$ cat src/pkg/scp_pkg.sv
// Constants and types shared by both ends of the serial configuration port
package scp_pkg;
	// ==========================================================
	// Frame layout
	localparam int SCP_INSTR_BITS = 8;
	localparam int SCP_DATA_BITS = 16;
	localparam int SCP_FRAME_BITS = 24;
	localparam int SCP_DIR_POS = 7;
	localparam int SCP_ADDR_W = 7;
	localparam logic [4:0] SCP_LAST_BIT = 5'h17;
	localparam logic [4:0] SCP_INSTR_LAST = 5'h07;
	// ==========================================================
	// Register map
	localparam logic [6:0] SCP_SECOND_CONFIG_ADDR = 7'h02;
	localparam logic [6:0] SCP_TEMP_RESULT_ADDR = 7'h06;
	localparam int SCP_FOUR_PIN_POS = 7;
	localparam logic [15:0] SCP_REG_RESET = 16'h0000;
	// ==========================================================
	// Timing
	localparam int SCP_REF_CLK_NS = 100;
	localparam int SCP_SCLK_MIN_NS = 100;
	localparam int SCP_TEMP_SCLK_MIN_US = 1;
	localparam int SCP_HALF_CYCLES = (SCP_SCLK_MIN_NS + 2 * SCP_REF_CLK_NS - 1) / (2 * SCP_REF_CLK_NS);
	localparam int SCP_TEMP_HALF_CYCLES = (SCP_TEMP_SCLK_MIN_US * 1000 + 2 * SCP_REF_CLK_NS - 1)
		/ (2 * SCP_REF_CLK_NS);
	localparam logic [7:0] SCP_HALF_CNT = 8'(SCP_HALF_CYCLES);
	localparam logic [7:0] SCP_TEMP_HALF_CNT = 8'(SCP_TEMP_HALF_CYCLES);
	// ==========================================================
	// Master states, Gray from IDLE to DONE; DONE back to IDLE flips two bits
	typedef enum logic [2:0] {
		SCP_IDLE = 3'b000,
		SCP_SELECT = 3'b001,
		SCP_LOW = 3'b011,
		SCP_HIGH = 3'b010,
		SCP_DONE = 3'b110
	} scp_state_t;
endpackage

$ cat src/pkg/scp_if.sv
// Pin-level interface between serial master and configuration port
`timescale 1ns/1ps
`default_nettype none
interface scp_if;
	logic sclk;
	logic serial_frame_select_n;
	logic sdio_m_o;
	logic sdio_m_oe_n;
	logic sdio_d_o;
	logic sdio_d_oe_n;
	logic serial_data_out_pin;
	logic serial_data_out_oe_n;
	logic four_pin_select;
	modport device (
		input sclk, serial_frame_select_n, sdio_m_o, sdio_m_oe_n,
		output sdio_d_o, sdio_d_oe_n, serial_data_out_pin, serial_data_out_oe_n, four_pin_select
	);
	modport host (
		output sclk, serial_frame_select_n, sdio_m_o, sdio_m_oe_n,
		input sdio_d_o, sdio_d_oe_n, serial_data_out_pin, serial_data_out_oe_n, four_pin_select
	);
endinterface
`default_nettype wire

$ cat src/hdl/scp_host.sv
// Host end: serial master driving frames from a user request
`timescale 1ns/1ps
`default_nettype none
module scp_host
	import scp_pkg::*;
(
	input wire logic ref_clk_i,
	input wire logic reset_n_i,
	input wire logic req_i,
	input wire logic read_i,
	input wire logic [6:0] addr_i,
	input wire logic [15:0] wdata_i,
	output logic busy_o,
	output logic done_o,
	output logic [15:0] rdata_o,
	scp_if.host link
);
	// ==========================================================
	// Read-back synchroniser
	logic [2:0] din_meta;
	logic [2:0] din_sync;
	logic [2:0] din_raw;
	logic din_bit;

	// Mode bit and both data pins cross before any logic reads them
	assign din_raw = {link.four_pin_select, link.serial_data_out_pin, link.sdio_d_o};
	assign din_bit = din_sync[2] ? din_sync[1] : din_sync[0];

	// Two-stage sampling of the device pins
	always_ff @(posedge ref_clk_i or negedge reset_n_i) begin
		if (!reset_n_i) begin
			din_meta <= 3'h0;
			din_sync <= 3'h0;
		end else begin
			din_meta <= din_raw;
			din_sync <= din_meta;
		end
	end

	// ==========================================================
	// Frame sequencer
	scp_state_t state;
	scp_state_t next_state;
	logic [7:0] tick;
	logic [7:0] next_tick;
	logic [7:0] half;
	logic [7:0] next_half;
	logic [4:0] bits;
	logic [4:0] next_bits;
	logic [23:0] shreg;
	logic [23:0] next_shreg;
	logic [15:0] rx;
	logic [15:0] next_rx;
	logic rd;
	logic next_rd;
	logic done;
	logic next_done;

	// Next state of the master
	always_comb begin
		next_state = state;
		next_tick = tick;
		next_half = half;
		next_bits = bits;
		next_shreg = shreg;
		next_rx = rx;
		next_rd = rd;
		next_done = 1'b0;
		if (tick != 8'h00) begin
			next_tick = tick - 8'h01;
		end
		case (state)
			SCP_IDLE: begin
				if (req_i) begin
					next_shreg = {read_i, addr_i, wdata_i};
					next_rd = read_i;
					next_bits = 5'h00;
					next_half = (addr_i == SCP_TEMP_RESULT_ADDR && read_i) ? SCP_TEMP_HALF_CNT : SCP_HALF_CNT;
					next_tick = next_half;
					next_state = SCP_SELECT;
				end
			end
			SCP_SELECT: begin
				if (tick == 8'h00) begin
					next_tick = half;
					next_state = SCP_LOW;
				end
			end
			SCP_LOW: begin
				if (tick == 8'h00) begin
					next_tick = half;
					next_state = SCP_HIGH;
				end
			end
			SCP_HIGH: begin
				if (tick == 8'h00) begin
					if (bits >= SCP_INSTR_LAST + 5'h01) begin
						next_rx = {rx[14:0], din_bit};
					end
					next_shreg = {shreg[22:0], 1'b0};
					next_bits = bits + 5'h01;
					next_tick = half;
					next_state = (bits == SCP_LAST_BIT) ? SCP_DONE : SCP_LOW;
				end
			end
			SCP_DONE: begin
				if (tick == 8'h00) begin
					next_done = 1'b1;
					next_state = SCP_IDLE;
				end
			end
			default: begin
				next_state = SCP_IDLE;
			end
		endcase
	end

	always_ff @(posedge ref_clk_i or negedge reset_n_i) begin
		if (!reset_n_i) begin
			state <= SCP_IDLE;
			tick <= 8'h00;
			half <= SCP_HALF_CNT;
			bits <= 5'h00;
			shreg <= 24'h000000;
			rx <= 16'h0000;
			rd <= 1'b0;
			done <= 1'b0;
		end else begin
			state <= next_state;
			tick <= next_tick;
			half <= next_half;
			bits <= next_bits;
			shreg <= next_shreg;
			rx <= next_rx;
			rd <= next_rd;
			done <= next_done;
		end
	end

	// Pin drive; data pin released during a read data phase
	assign link.sclk = (state == SCP_HIGH);
	assign link.serial_frame_select_n = (state == SCP_IDLE);
	assign link.sdio_m_o = shreg[23];
	assign link.sdio_m_oe_n = (state == SCP_IDLE) || (rd && bits > SCP_INSTR_LAST);
	assign busy_o = (state != SCP_IDLE);
	assign done_o = done;
	assign rdata_o = rx;
endmodule
`default_nettype wire

$ cat src/flat_wrapper.sv
// flat-port wrapper written by rule: the top's interface ports become plain ports
module scp_host_flat import scp_pkg::*;
  (ref_clk_i, reset_n_i, req_i, read_i, addr_i, wdata_i, busy_o, done_o, rdata_o, link_sclk, link_serial_frame_select_n, link_sdio_m_o, link_sdio_m_oe_n, link_sdio_d_o, link_sdio_d_oe_n, link_serial_data_out_pin, link_serial_data_out_oe_n, link_four_pin_select);
  scp_if link_i ();
  input wire logic ref_clk_i;
  input wire logic reset_n_i;
  input wire logic req_i;
  input wire logic read_i;
  input wire logic [6:0] addr_i;
  input wire logic [15:0] wdata_i;
  output logic busy_o;
  output logic done_o;
  output logic [15:0] rdata_o;
  output wire logic [$bits(link_i.sclk)-1:0] link_sclk;
  output wire logic [$bits(link_i.serial_frame_select_n)-1:0] link_serial_frame_select_n;
  output wire logic [$bits(link_i.sdio_m_o)-1:0] link_sdio_m_o;
  output wire logic [$bits(link_i.sdio_m_oe_n)-1:0] link_sdio_m_oe_n;
  input wire logic [$bits(link_i.sdio_d_o)-1:0] link_sdio_d_o;
  input wire logic [$bits(link_i.sdio_d_oe_n)-1:0] link_sdio_d_oe_n;
  input wire logic [$bits(link_i.serial_data_out_pin)-1:0] link_serial_data_out_pin;
  input wire logic [$bits(link_i.serial_data_out_oe_n)-1:0] link_serial_data_out_oe_n;
  input wire logic [$bits(link_i.four_pin_select)-1:0] link_four_pin_select;
  assign link_sclk = link_i.sclk;
  assign link_serial_frame_select_n = link_i.serial_frame_select_n;
  assign link_sdio_m_o = link_i.sdio_m_o;
  assign link_sdio_m_oe_n = link_i.sdio_m_oe_n;
  assign link_i.sdio_d_o = link_sdio_d_o;
  assign link_i.sdio_d_oe_n = link_sdio_d_oe_n;
  assign link_i.serial_data_out_pin = link_serial_data_out_pin;
  assign link_i.serial_data_out_oe_n = link_serial_data_out_oe_n;
  assign link_i.four_pin_select = link_four_pin_select;
  scp_host u_core (.ref_clk_i(ref_clk_i), .reset_n_i(reset_n_i), .req_i(req_i), .read_i(read_i), .addr_i(addr_i), .wdata_i(wdata_i), .busy_o(busy_o), .done_o(done_o), .rdata_o(rdata_o), .link(link_i));
endmodule
$ cat config.mk
export PLATFORM = sky130hd
export DESIGN_NAME = scp_host_flat
export DESIGN_NICKNAME = d
export VERILOG_FILES = /design/src/pkg/scp_pkg.sv /design/src/pkg/scp_if.sv /design/src/hdl/scp_host.sv /design/src/flat_wrapper.sv
export SDC_FILE = /design/constraint.sdc
export NUM_CORES = 1
export LEC_CHECK = 0
export BUFFER_PORTS_ARGS = -buffer_cell sky130_fd_sc_hd__buf_2
export CAP_MARGIN = 15
export CORE_ASPECT_RATIO = 0.5
export CORE_MARGIN = 5
export CORE_UTILIZATION = 55
export CTS_CLUSTER_SIZE = 25
export DETAILED_ROUTE_END_ITERATION = 10
export HOLD_SLACK_MARGIN = 0.15
export PLACE_DENSITY = 0.8
export RECOVER_POWER = 50
export SLEW_MARGIN = 20
export SYNTH_ARGS = -nofsm -noshare
export SYNTH_HDL_FRONTEND = slang
export SYNTH_SLANG_ARGS = --single-unit
$ cat constraint.sdc
create_clock -name ref_clk_i -period 2.4 [get_ports ref_clk_i]
set_input_delay 0.24 -clock ref_clk_i [delete_from_list [all_inputs] [get_ports ref_clk_i]]
set_output_delay 0.24 -clock ref_clk_i [all_outputs]
set_load 0.1 [all_outputs]
* Yosys cells after proc, flatten, opt, wreduce, memory -nomap -nowiden
Cells that the tools add are included.
Operators by class: add/subtract/negate cells 2, order comparisons 2, eq/ne operators 11, muxes and demuxes 21, reduce and logical (&&, ||, !) cells 13
Operator list (number):
- $mux W24 | 2
- $pmux W24 S2 | 1
- $mux W8 | 3
- $mux W3 | 7
- $pmux W8 S2 | 1
- $pmux W3 S5 | 1
- $mux W5 | 2
- $pmux W5 S2 | 1
- $logic_not A8 Y1 | 1
- $ne A2 B1 Y1 const B | 4
- $reduce_bool A8 Y1 | 1
- $sub A8 B1 Y8 const B | 1
- $eq A7 B3 Y1 const B | 1
- $eq A3 B2 Y1 const B | 2
- $reduce_and A3 Y1 | 2
- $add A5 B1 Y5 const B | 1
- $eq A5 B5 Y1 const B | 1
- $ge A5 B4 Y1 const B | 1
- $gt A5 B3 Y1 const B | 1
- $reduce_and A5 Y1 | 1
- $eq A3 B1 Y1 const B | 1
- $eq A3 B3 Y1 const B | 1
- $logic_not A3 Y1 | 1
- $mux W1 | 3
- other kinds (7) | 8
Word-level totals: register bits 72, bits of input ports 32, output and inout bits 22, logic and storage cells 59

* Depth between registers and ports, before layout
Gate-level depths: netlist of run 1.
word-level depth 5, depth in mapped cells 8, depth with buffers taken out 8

* Worst setup path after synthesis of run 1
Ideal clock, no wire load.
path type flip-flop to output port, from register u_core.state[0], to output port busy_o, arrival 3.949 ns, required time 2.160 ns, setup slack -1.789 ns, cell stages (with the launch flop) 3, path buffers 0, path through dfrtp_1 nor3_1 inv_1
Between the ends: longest elaborated chain between the ends 1
Ends and longest elaborated chain:
- start, declared | line scp_host.sv:42 | scp_state_t state;
- start signal, assigned | line scp_host.sv:129 | state <= next_state;
- $reduce_bool A3 Y1 | line scp_host.sv:145 | assign busy_o = (state != SCP_IDLE);
- end, declared | line flat_wrapper.sv:11 | output logic busy_o;
No other way between the ends.

* Final worst setup path of run 1
from register u_core.state[0], to output port link_sclk
Between the ends: longest elaborated chain between the ends 1
Ends and longest elaborated chain:
- $eq A3 B2 Y1 | line scp_host.sv:141 | assign link.sclk = (state == SCP_HIGH);
- end, declared | line flat_wrapper.sv:14 | output wire logic [$bits(link_i.sclk)-1:0] link_sclk;
No other way between the ends.

==> impl_metrics.csv, run 1 <==
group,metric,value,unit
placement,gp_congestion,0.802,
floorplan,coreArea,5020,um^2
timing,fin_crit,2.25,ns
yosys,synth_area_per_cell,11.5,um^2
critical_path,cp.arrival,2.01,ns
timing,worst_pin_slew,1.18,ns
yosys,postSynthCellCount,253,
critical_path,r2r_end,"u_core.tick[0]",
floorplan,die_y,61.3,um
critical_path,r2r_start,"u_core.tick[0]",
placement,hpwlAfterDp,3.85,mm
pwr,max-vdd-ir-drop,0.796,mV
timing,max_freq,0.445,GHz
timing,grt_setup_unrepaired,"no",
critical_path,rr_worst_depth,8,
routing,dr_total_vias,2089,
floorplan,die_area,6910,um^2
critical_path,criticalPathCategory,"register to output pin",
clock_tree,clkSinkCount,65,
global_routing,track_usage,18.7,%
global_routing,grt_pass1_vias,2090,
critical_path,rrSetupSlack,0.26,ns
floorplan,fp.dieW,113,um
routing,dr.pass1.iters,4,
clock_tree,cts_tree,"built",
clock_tree,root_buffer,"clkbuf_8",
outcome,status,"complete, no violations",
routing,wl_per_cell,14.6,um
yosys,synth.ff_latch_count,65,
finish,drive_above_1_share,28.2,%
finish,multi_input_comb_area,1230,um^2
worst_hold_path,hold_path_class,"input pin to register",
finish,finalNetCount,352,
global_routing,grt_pass1_wl,10.0,mm
routing,drc,0,
clock_tree,clkTransAtPathRegs,0.07,ns
floorplan,fp-row-count,18,
timing,min_period_over_period,93.6,%
routing,drt_wl_total,5.69,mm
critical_path,startpoint_type,"register",
routing,drt_iter0_markers,81,
routing,antenna_left,0,
timing,finalSetupViolCount,0,
finish,areaGrowthSynthToFinish,21.0,%
clock_tree,post_cts_buffers,0,
yosys,ys.warnings.count,0,
critical_path,cp-end-kind,"output pin",
timing,max-slew-margin-rel,21.6,%
timing,finClkSkew,0.00693,ns
timing,fin_setup_tns,0,ns
floorplan,num_io_pins,54,
clock_tree,clk_latency,0.34,ns
pwr,p_leak,1.75,nW
clock_tree,htree_levels,3,
routing,via_per_inst,5.37,
placement,io_buffer_count,51,
timing,drv_slew,0,
clock_tree,cts.path.max_buffers,2,
job,drv_cap,0,
worst_hold_path,hold_path_end,"u_core.shreg[8]",
yosys,synth_edf_count,0,
yosys,yosysUniqueCellTypes,41,
worst_hold_path,hold_depth,3,
finish,antennaDiodeCount,0,
global_routing,antenna_found_initial,0,
timing,finalHoldViolations,0,
critical_path,cp_max_fo,24,
global_routing,grt_overflow_total,0,
yosys,ys_async_sr_fraction,100,%
yosys,synth_nets,290,
pwr,p_per_area,1130,nW/um^2
clock_tree,cts_inserted_buffers,9,
yosys,ys_seq_area_share,56.1,%
global_routing,grt_max_degree,57,
yosys,ys.flop_type,"dfrtp_1",
floorplan,start_util,57.7,%
critical_path,required,2.16,ns
pwr,power,3.95,mW
finish,seqCellArea,1630,um^2
yosys,syn_area,2900,um^2
worst_hold_path,hp-start,"wdata_i[8]",
finish,final.fill_count,365,
## registers in the layout (all words and copies together), names as in the netlist
signal	flops
u_core.half	1
u_core.shreg	24
u_core.din_meta	3
u_core.rd	1
u_core.rdata_o	16
u_core.din_sync	3
u_core.tick	8
u_core.state	3
u_core.bits	5
u_core.done_o	1
## layout make-up
type,instances,share of cell area [%]
clock buffer,9,3.53
clock inverter,6,1.71
inverter,8,0.927
multi-input combinational,170,35.0
sequential,65,46.4
tap,70,2.50
timing repair buffer,61,9.95
## cell usage in the layout (no fill, tap or decap), types with 6 or more instances in the layout
| master | n |
|---|---|
| dfrtp_1 | 65 |
| buf_2 | 44 |
| nand2_1 | 40 |
| o21ai_0 | 26 |
| mux2i_1 | 25 |
| mux2_2 | 15 |
| nor2_1 | 11 |
| clkbuf_8 | 9 |
| inv_1 | 7 |
| clkbuf_1 | 7 |
| nand3_1 | 6 |
| dlygate4sd3_1 | 6 |
## worst max path at each step
| stage | end | start | slack, ns | cells past startpoint |
|---|---|---|---|---|
| final | link_sclk | u_core.state[0] | 0.15 | 3 |
| after global routing | u_core.tick[1] | reset_n_i | 0.04 | 3 |
| after detailed placement | u_core.shreg[15] | u_core.tick[0] | 0.29 | 5 |
| after CTS | link_sclk | u_core.state[0] | 0.005 | 3 |
| after floorplan | link_sdio_m_oe_n | u_core.state[0] | 0.12 | 2 |
| after global placement | u_core.tick[0] | u_core.tick[0] | 0.35 | 8 |
## per-layer routing
layer	wire, um	track usage [%]
met4	53	5.65
met2	2770	31.6
met5	0	0
met1	2550	23.0
met3	316	7.26
## worst max-delay path: stages (launching register included)
cell     delay [ns]
dfrtp_1        0.51
nor3b_4        0.45
buf_4          0.45
buf_12         0.23
## through the flow
step / cells / utilization, % / worst slack, ns / hold slack, ns / instance area [um^2]
final: 389 / 69.9 / 0.153 / 0.172 / 3510
after global routing: 389 / 69.9 / 0.0360 / 0.183 / 3510
after CTS: 389 / 70.0 / 0.00532 / 0.163 / 3510
after detailed placement: 368 / 65.1 / 0.288 / 0.112 / 3270
after global placement: 368 / 65.1 / 0.347 / 0.105 / 3270
after floorplan: 253 / - / 0.120 / -0.0556 / 2910
## cells in the mapped netlist, types with 4 or more instances
library cell / instances / area share, %
mux2_2: 15 / 5.8
nand2_1: 40 / 5.2
inv_1: 7 / 0.91
o21ai_1: 4 / 0.69
nor2_1: 11 / 1.4
o21ai_0: 26 / 4.5
mux2i_1: 25 / 8.6
ha_1: 5 / 2.2
nand3_1: 6 / 1.0
buf_2: 6 / 1.0
dfrtp_1: 65 / 56
## cells by family (layout without fill, tap and decap cells)
group	after synthesis	count (layout)	synth area share, %
AO/OA/AOI/OAI	43	43	8.55
XOR/XNOR	6	6	1.81
adder cells (fa/ha/maj)	5	5	2.16
buffers and inverters	18	84	2.81
flip-flops	65	65	56.1
multiplexers	40	40	14.5
AND/OR/NAND/NOR	76	76	14.1
## repair_timing
action,CTS,global route
hold buffers,6,0
resized for setup,0,1
endpoints found under the hold margin,14,0
setup endpoints to repair,0,1
## report_power, final
group | switching, mW | leakage [nW] | total, mW | internal [mW]
sequential | 0.276 | 0.835 | 1.69 | 1.41
combinational | 0.867 | 0.828 | 1.39 | 0.519
clock | 0.415 | 0.0909 | 0.882 | 0.467
total | 1.56 | 1.75 | 3.95 | 2.40
No activity file was read; power rests on OpenSTA's default activity.
==> run 2: changes to the inputs <==
--- a/config.mk
+++ b/config.mk
@@ -5,7 +5,7 @@
 export SDC_FILE = /design/constraint.sdc
 export NUM_CORES = 1
 export LEC_CHECK = 0
-export BUFFER_PORTS_ARGS = -buffer_cell sky130_fd_sc_hd__buf_2
+export BUFFER_PORTS_ARGS = -buffer_cell sky130_fd_sc_hd__buf_4
 export CAP_MARGIN = 15
 export CORE_ASPECT_RATIO = 0.5
 export CORE_MARGIN = 5
==> run 2 against run 1 <==
The flow now finishes with violations (max-capacitance violations, max-slew violations). Non-clock buffer count did not move. Clock skew barely moved. Combinational power barely moved. Final area rose by 3.1%. Total power rose by 0.96%. Setup slack improved by 0.014 ns. Critical path type unchanged. Critical endpoint unchanged.
==> impl_metrics.csv, run 2 (synthesized netlist as in run 1, its figures left out) <==
group,metric,value,unit
outcome,status,"finished, violations left",
outcome,violations,"max-capacitance violations, max-slew violations",
timing,fin_setup_tns,0,ns
pwr,p_int,2.42,mW
placement,io_buffer_count,51,
pwr,combPwrFrac,35.0,%
timing,min_period_over_period,93.0,%
critical_path,cp_max_fo,24,
pwr,p_leak,1.78,nW
finish,areaGrowthSynthToFinish,24.7,%
clock_tree,cts_tree,"built",
pwr,swShare,39.5,%
global_routing,grt_pass1_vias,2060,
routing,drt_iter0_markers,68,
worst_hold_path,hold_depth,3,
timing,finalSetupViolCount,0,
finish,final_common_cell,"dfrtp_1",
placement,hpwlAfterDp,4.03,mm
worst_hold_path,hold_path_end,"u_core.shreg[6]",
global_routing,grt_max_degree,66,
clock_tree,root_buffer,"clkbuf_8",
worst_hold_path,hold_path_class,"input pin to register",
pwr,power_frac_clock,22.7,%
finish,antennaDiodeCount,0,
clock_tree,cts.path.max_buffers,2,
finish,final_cell_mix,"dfrtp_1 (65), buf_4 (46), nand2_1 (40)",
routing,dr.pass1.iters,4,
global_routing,track_usage,18.9,%
critical_path,criticalPathCategory,"register to output pin",
routing,via_per_inst,5.32,
global_routing,grt_pass1_wl,9.92,mm
finish,finalNetCount,352,
timing,max-slew-margin-rel,-2.08,%
pwr,max-vdd-ir-drop,0.721,mV
job,drv_cap,1,
timing,max_freq,0.448,GHz
timing,drv_slew,66,
finish,largest_reg_flops,24,
critical_path,r2r_end,"u_core.tick[0]",
critical_path,startpoint_type,"register",
critical_path,cp-end-kind,"output pin",
pwr,pwr-share-seq,42.3,%
timing,finClkSkew,0.00724,ns
floorplan,fp.dieW,113,um
floorplan,num_io_pins,54,
critical_path,rrSetupSlack,0.22,ns
critical_path,rr_worst_depth,8,
clock_tree,htree_levels,3,
floorplan,coreArea,5020,um^2
placement,gp_congestion,0.774,
global_routing,grt_overflow_total,0,
routing,wl_per_cell,15.0,um
routing,dr_total_vias,2073,
clock_tree,cts_inserted_buffers,9,
floorplan,fp-row-count,18,
clock_tree,post_cts_buffers,0,
clock_tree,clkTransAtPathRegs,0.07,ns
finish,drive_above_1_share,29.1,%
timing,fin_crit,2.23,ns
critical_path,r2r_start,"u_core.tick[0]",
critical_path,cp.arrival,1.99,ns
floorplan,die_y,61.3,um
clock_tree,clk_latency,0.34,ns
worst_hold_path,hp-start,"wdata_i[6]",
placement,place_inst,368,
clock_tree,clkSinkCount,65,
routing,antenna_left,0,
pwr,p_switching,1.58,mW
routing,drt_wl_total,5.87,mm
timing,grt_setup_unrepaired,"no",
timing,worst_pin_slew,1.53,ns
global_routing,antenna_found_initial,0,
finish,fin_cells,390,
critical_path,required,2.16,ns
floorplan,start_util,57.7,%
timing,finalHoldViolations,0,
finish,max_flop_register,"u_core.shreg",
pwr,p_per_area,1100,nW/um^2
floorplan,die_area,6910,um^2
routing,drc,0,
==> run 2: cell count changes in the layout (fill, tap and decap cells not counted), moves of 2 or more <==
cell      before  now
clkbuf_1       7    5
buf_2         44    0
clkbuf_4       0    3
buf_4          3   46
==> run 2: power groups by stage <==
stage	registers, mW	clock network, mW	logic, mW
after detailed placement	1.70	0	1.41
final	1.69	0.908	1.40
after CTS	1.68	0.924	1.42
after global placement	1.67	0	1.35
after floorplan	1.82	0	0.920
after global routing	1.73	0.984	1.54
==> run 2: worst max-delay path by stage <==
stage	slack, ns	startpoint	endpoint
after CTS	0.15	u_core.state[0]	link_sclk
after global routing	0.03	u_core.tick[0]	u_core.shreg[16]
after floorplan	0.12	u_core.state[0]	link_sdio_m_oe_n
after global placement	0.34	u_core.tick[0]	u_core.tick[0]
final	0.17	u_core.state[0]	link_sclk
after detailed placement	0.24	u_core.tick[0]	u_core.shreg[4]
==> run 2: timing repair <==
| item | CTS | global route |
|---|---|---|
| hold buffers | 6 | 0 |
| resized for setup | 0 | 0 |
| hold endpoints to repair | 70 | 0 |
==> run 2: critical path, cell delays in order, from the launching register on <==
cell and delay, ns:
dfrtp_1 0.49, nor3b_2 0.22, buf_4 0.19, buf_4 0.37, buf_4 0.37
==> run 2: final cells by class <==
cell class | instances | area, um^2
clock buffer | 9 | 124
clock inverter | 7 | 71.3
fill | 356 | 1410
inverter | 8 | 32.5
multi-input combinational | 170 | 1220
sequential | 65 | 1630
tap | 70 | 87.6
timing repair buffer | 61 | 452
==> run 2: per-layer routing <==
layer / global-route usage (%) / part of all wire [%]
met5: 0 / 0
met4: 7.71 / 1.3
met3: 5.40 / 4.1
met2: 32.9 / 50
met1: 23.1 / 45
==> run 2: metrics by stage <==
| step | util [%] | hold slack (ns) | power, mW | setup slack, ns | instance area (um^2) |
|---|---|---|---|---|---|
| global route | 72.0 | 0.168 | 4.25 | 0.0329 | 3620 |
| CTS | 72.4 | 0.159 | 4.03 | 0.154 | 3640 |
| global placement | 67.3 | 0.332 | 3.02 | 0.343 | 3380 |
| detailed placement | 67.3 | 0.336 | 3.11 | 0.240 | 3380 |
| floorplan | - | -0.0556 | 2.74 | 0.120 | 2910 |
| finish | 72.0 | 0.171 | 3.99 | 0.168 | 3620 |
==> run 3: changes to the inputs <==
--- a/config.mk
+++ b/config.mk
@@ -7,13 +7,15 @@
 export LEC_CHECK = 0
 export BUFFER_PORTS_ARGS = -buffer_cell sky130_fd_sc_hd__buf_4
 export CAP_MARGIN = 15
-export CORE_ASPECT_RATIO = 0.5
+export CELL_PAD_IN_SITES_DETAIL_PLACEMENT = 0
+export CELL_PAD_IN_SITES_GLOBAL_PLACEMENT = 1
+export CORE_ASPECT_RATIO = 1.25
 export CORE_MARGIN = 5
-export CORE_UTILIZATION = 55
+export CORE_UTILIZATION = 43
 export CTS_CLUSTER_SIZE = 25
 export DETAILED_ROUTE_END_ITERATION = 10
 export HOLD_SLACK_MARGIN = 0.15
-export PLACE_DENSITY = 0.8
+export PLACE_DENSITY = 0.79
 export RECOVER_POWER = 50
 export SLEW_MARGIN = 20
 export SYNTH_ARGS = -nofsm -noshare
==> run 3 against run 2 <==
The run still ends with max-capacitance violations, max-slew violations left. Count of clock-buffer cells in the layout did not move. Clock skew rose by 0.0015 ns. Utilization fell by 16 points. Final cell count rose by 4.9%. Sequential cell count did not move. Clock power fell by 7.9%. Register-to-register slack improved by 0.18 ns.
==> impl_metrics.csv, run 3 (synthesized netlist as in run 1, its figures left out) <==
group,metric,value,unit
outcome,status,"finished, violations left",
outcome,violations,"max-capacitance violations, max-slew violations",
placement,hpwlAfterDp,3.87,mm
worst_hold_path,hp-start,"wdata_i[9]",
worst_hold_path,hold_depth,3,
routing,drt_iter0_markers,105,
global_routing,antenna_found_initial,0,
global_routing,grt_max_degree,66,
clock_tree,clkTransAtPathRegs,0.07,ns
finish,antennaDiodeCount,0,
global_routing,use_met3,4.23,%
timing,finClkSkew,0.00870,ns
pwr,p_per_area,1070,nW/um^2
critical_path,rr_worst_depth,6,
global_routing,grt-busiest-layer,"met2",
timing,finalHoldViolations,0,
global_routing,grt_use_met2,23.1,%
clock_tree,clkSinkCount,65,
routing,dr.pass1.iters,4,
global_routing,track_usage,14.8,%
floorplan,fp-row-count,33,
clock_tree,ctsResizeCount,0,
finish,areaGrowthSynthToFinish,26.4,%
global_routing,grt_util_met1,19.0,%
critical_path,cp.arrival,2.20,ns
critical_path,startpoint_type,"register",
routing,via_per_inst,5.03,
critical_path,worstSetupStartpoint,"u_core.tick[5]",
critical_path,criticalPathCategory,"register to register",
clock_tree,htree_levels,3,
finish,drive_above_1_share,29.2,%
clock_tree,cts.path.max_buffers,2,
floorplan,coreArea,6570,um^2
floorplan,die_area,8490,um^2
global_routing,grt_pass1_vias,2159,
critical_path,cp_max_fo,8,
timing,fin_crit,2.00,ns
critical_path,cp-end-kind,"register",
routing,drt_wl_total,5.59,mm
routing,drc,0,
timing,finalSetupViolCount,0,
pwr,p_leak,1.80,nW
global_routing,grt_overflow_total,0,
floorplan,num_io_pins,54,
finish,finalNetCount,354,
timing,fin_hold_ws,0.168,ns
timing,fin_setup_tns,0,ns
critical_path,required,2.60,ns
job,drv_cap,1,
finish,post-route-util,55.8,%
timing,min_period_over_period,83.4,%
timing,drv_slew,66,
worst_hold_path,hold_path_class,"input pin to register",
clock_tree,root_buffer,"clkbuf_8",
critical_path,r2r_start,"u_core.tick[5]",
finish,max_flop_register,"u_core.shreg",
clock_tree,cts_tree,"built",
routing,wl_per_cell,13.7,um
finish,largest_reg_flops,24,
finish,final_cell_mix,"dfrtp_1 (65), buf_4 (45), nand2_1 (40)",
finish,final_common_cell,"dfrtp_1",
pwr,max-vdd-ir-drop,0.693,mV
clock_tree,cts_inserted_buffers,9,
routing,dr_total_vias,2058,
placement,io_buffer_count,51,
timing,worst_pin_slew,1.56,ns
worst_hold_path,hold_path_end,"u_core.shreg[9]",
critical_path,r2r_end,"u_core.tick[0]",
placement,gp_congestion,0.773,
floorplan,start_util,44.2,%
timing,max-slew-margin-rel,-3.81,%
floorplan,fp.dieW,83.4,um
floorplan,die_y,102,um
timing,grt_setup_unrepaired,"no",
critical_path,rrSetupSlack,0.40,ns
routing,antenna_left,0,
clock_tree,clk_latency,0.35,ns
global_routing,grt_pass1_wl,10.0,mm
timing,max_freq,0.500,GHz
## run 3: stage by stage
stage / cell area, um^2 / setup WS (ns) / instances / total power, mW
CTS: 3680 / 0.388 / 409 / 3.98
global placement: 3440 / 0.455 / 386 / 3.08
floorplan: 2910 / 0.120 / 253 / 2.74
global route: 3660 / 0.194 / 409 / 4.21
finish: 3660 / 0.399 / 409 / 3.92
detailed placement: 3440 / 0.404 / 386 / 3.12
## run 3: how the worst max path moves through the flow
| stage | slack [ns] | cells after the start | end |
|---|---|---|---|
| after CTS | 0.39 | 6 | u_core.tick[0] |
| after global routing | 0.19 | 6 | u_core.tick[0] |
| after detailed placement | 0.40 | 6 | u_core.tick[0] |
| after global placement | 0.45 | 6 | u_core.tick[0] |
| after floorplan | 0.12 | 2 | link_sdio_m_oe_n |
| final | 0.40 | 6 | u_core.tick[0] |
## run 3: power by group
group	internal, mW	switching, mW
clock	0.382	0.453
combinational	0.565	0.848
sequential	1.41	0.260
total	2.36	1.56
## run 3: per-layer routing
layer	routed length (um)	part of all wire (%)	vias up
met4	126	2.3	0
met1	2580	46	988
met3	268	4.8	10
met5	0	0	-
li1	-	-	1017
met2	2610	47	43
## run 3: area by class of cell
type / count / area, um^2
clock buffers: 9 / 124
clock inverters: 7 / 55.1
fillers: 589 / 2900
inverters: 8 / 32.5
multi-input cells: 170 / 1220
flip-flops and latches: 65 / 1630
well taps: 87 / 109
repair buffers: 63 / 494
## run 3: worst max-delay path, stage by stage, from the launching register on
cell and delay (ns):
dfrtp_1 0.44, nor4_4 0.59, and2_4 0.31, inv_4 0.06
ha_1 0.26, o21ai_0 0.06, o311ai_0 0.13
## run 3: what timing repair did
action	4_1_cts	5_1_grt
setup endpoints to repair	0	0
buffers inserted	0	0
hold buffers	7	0
hold endpoints to repair	71	0
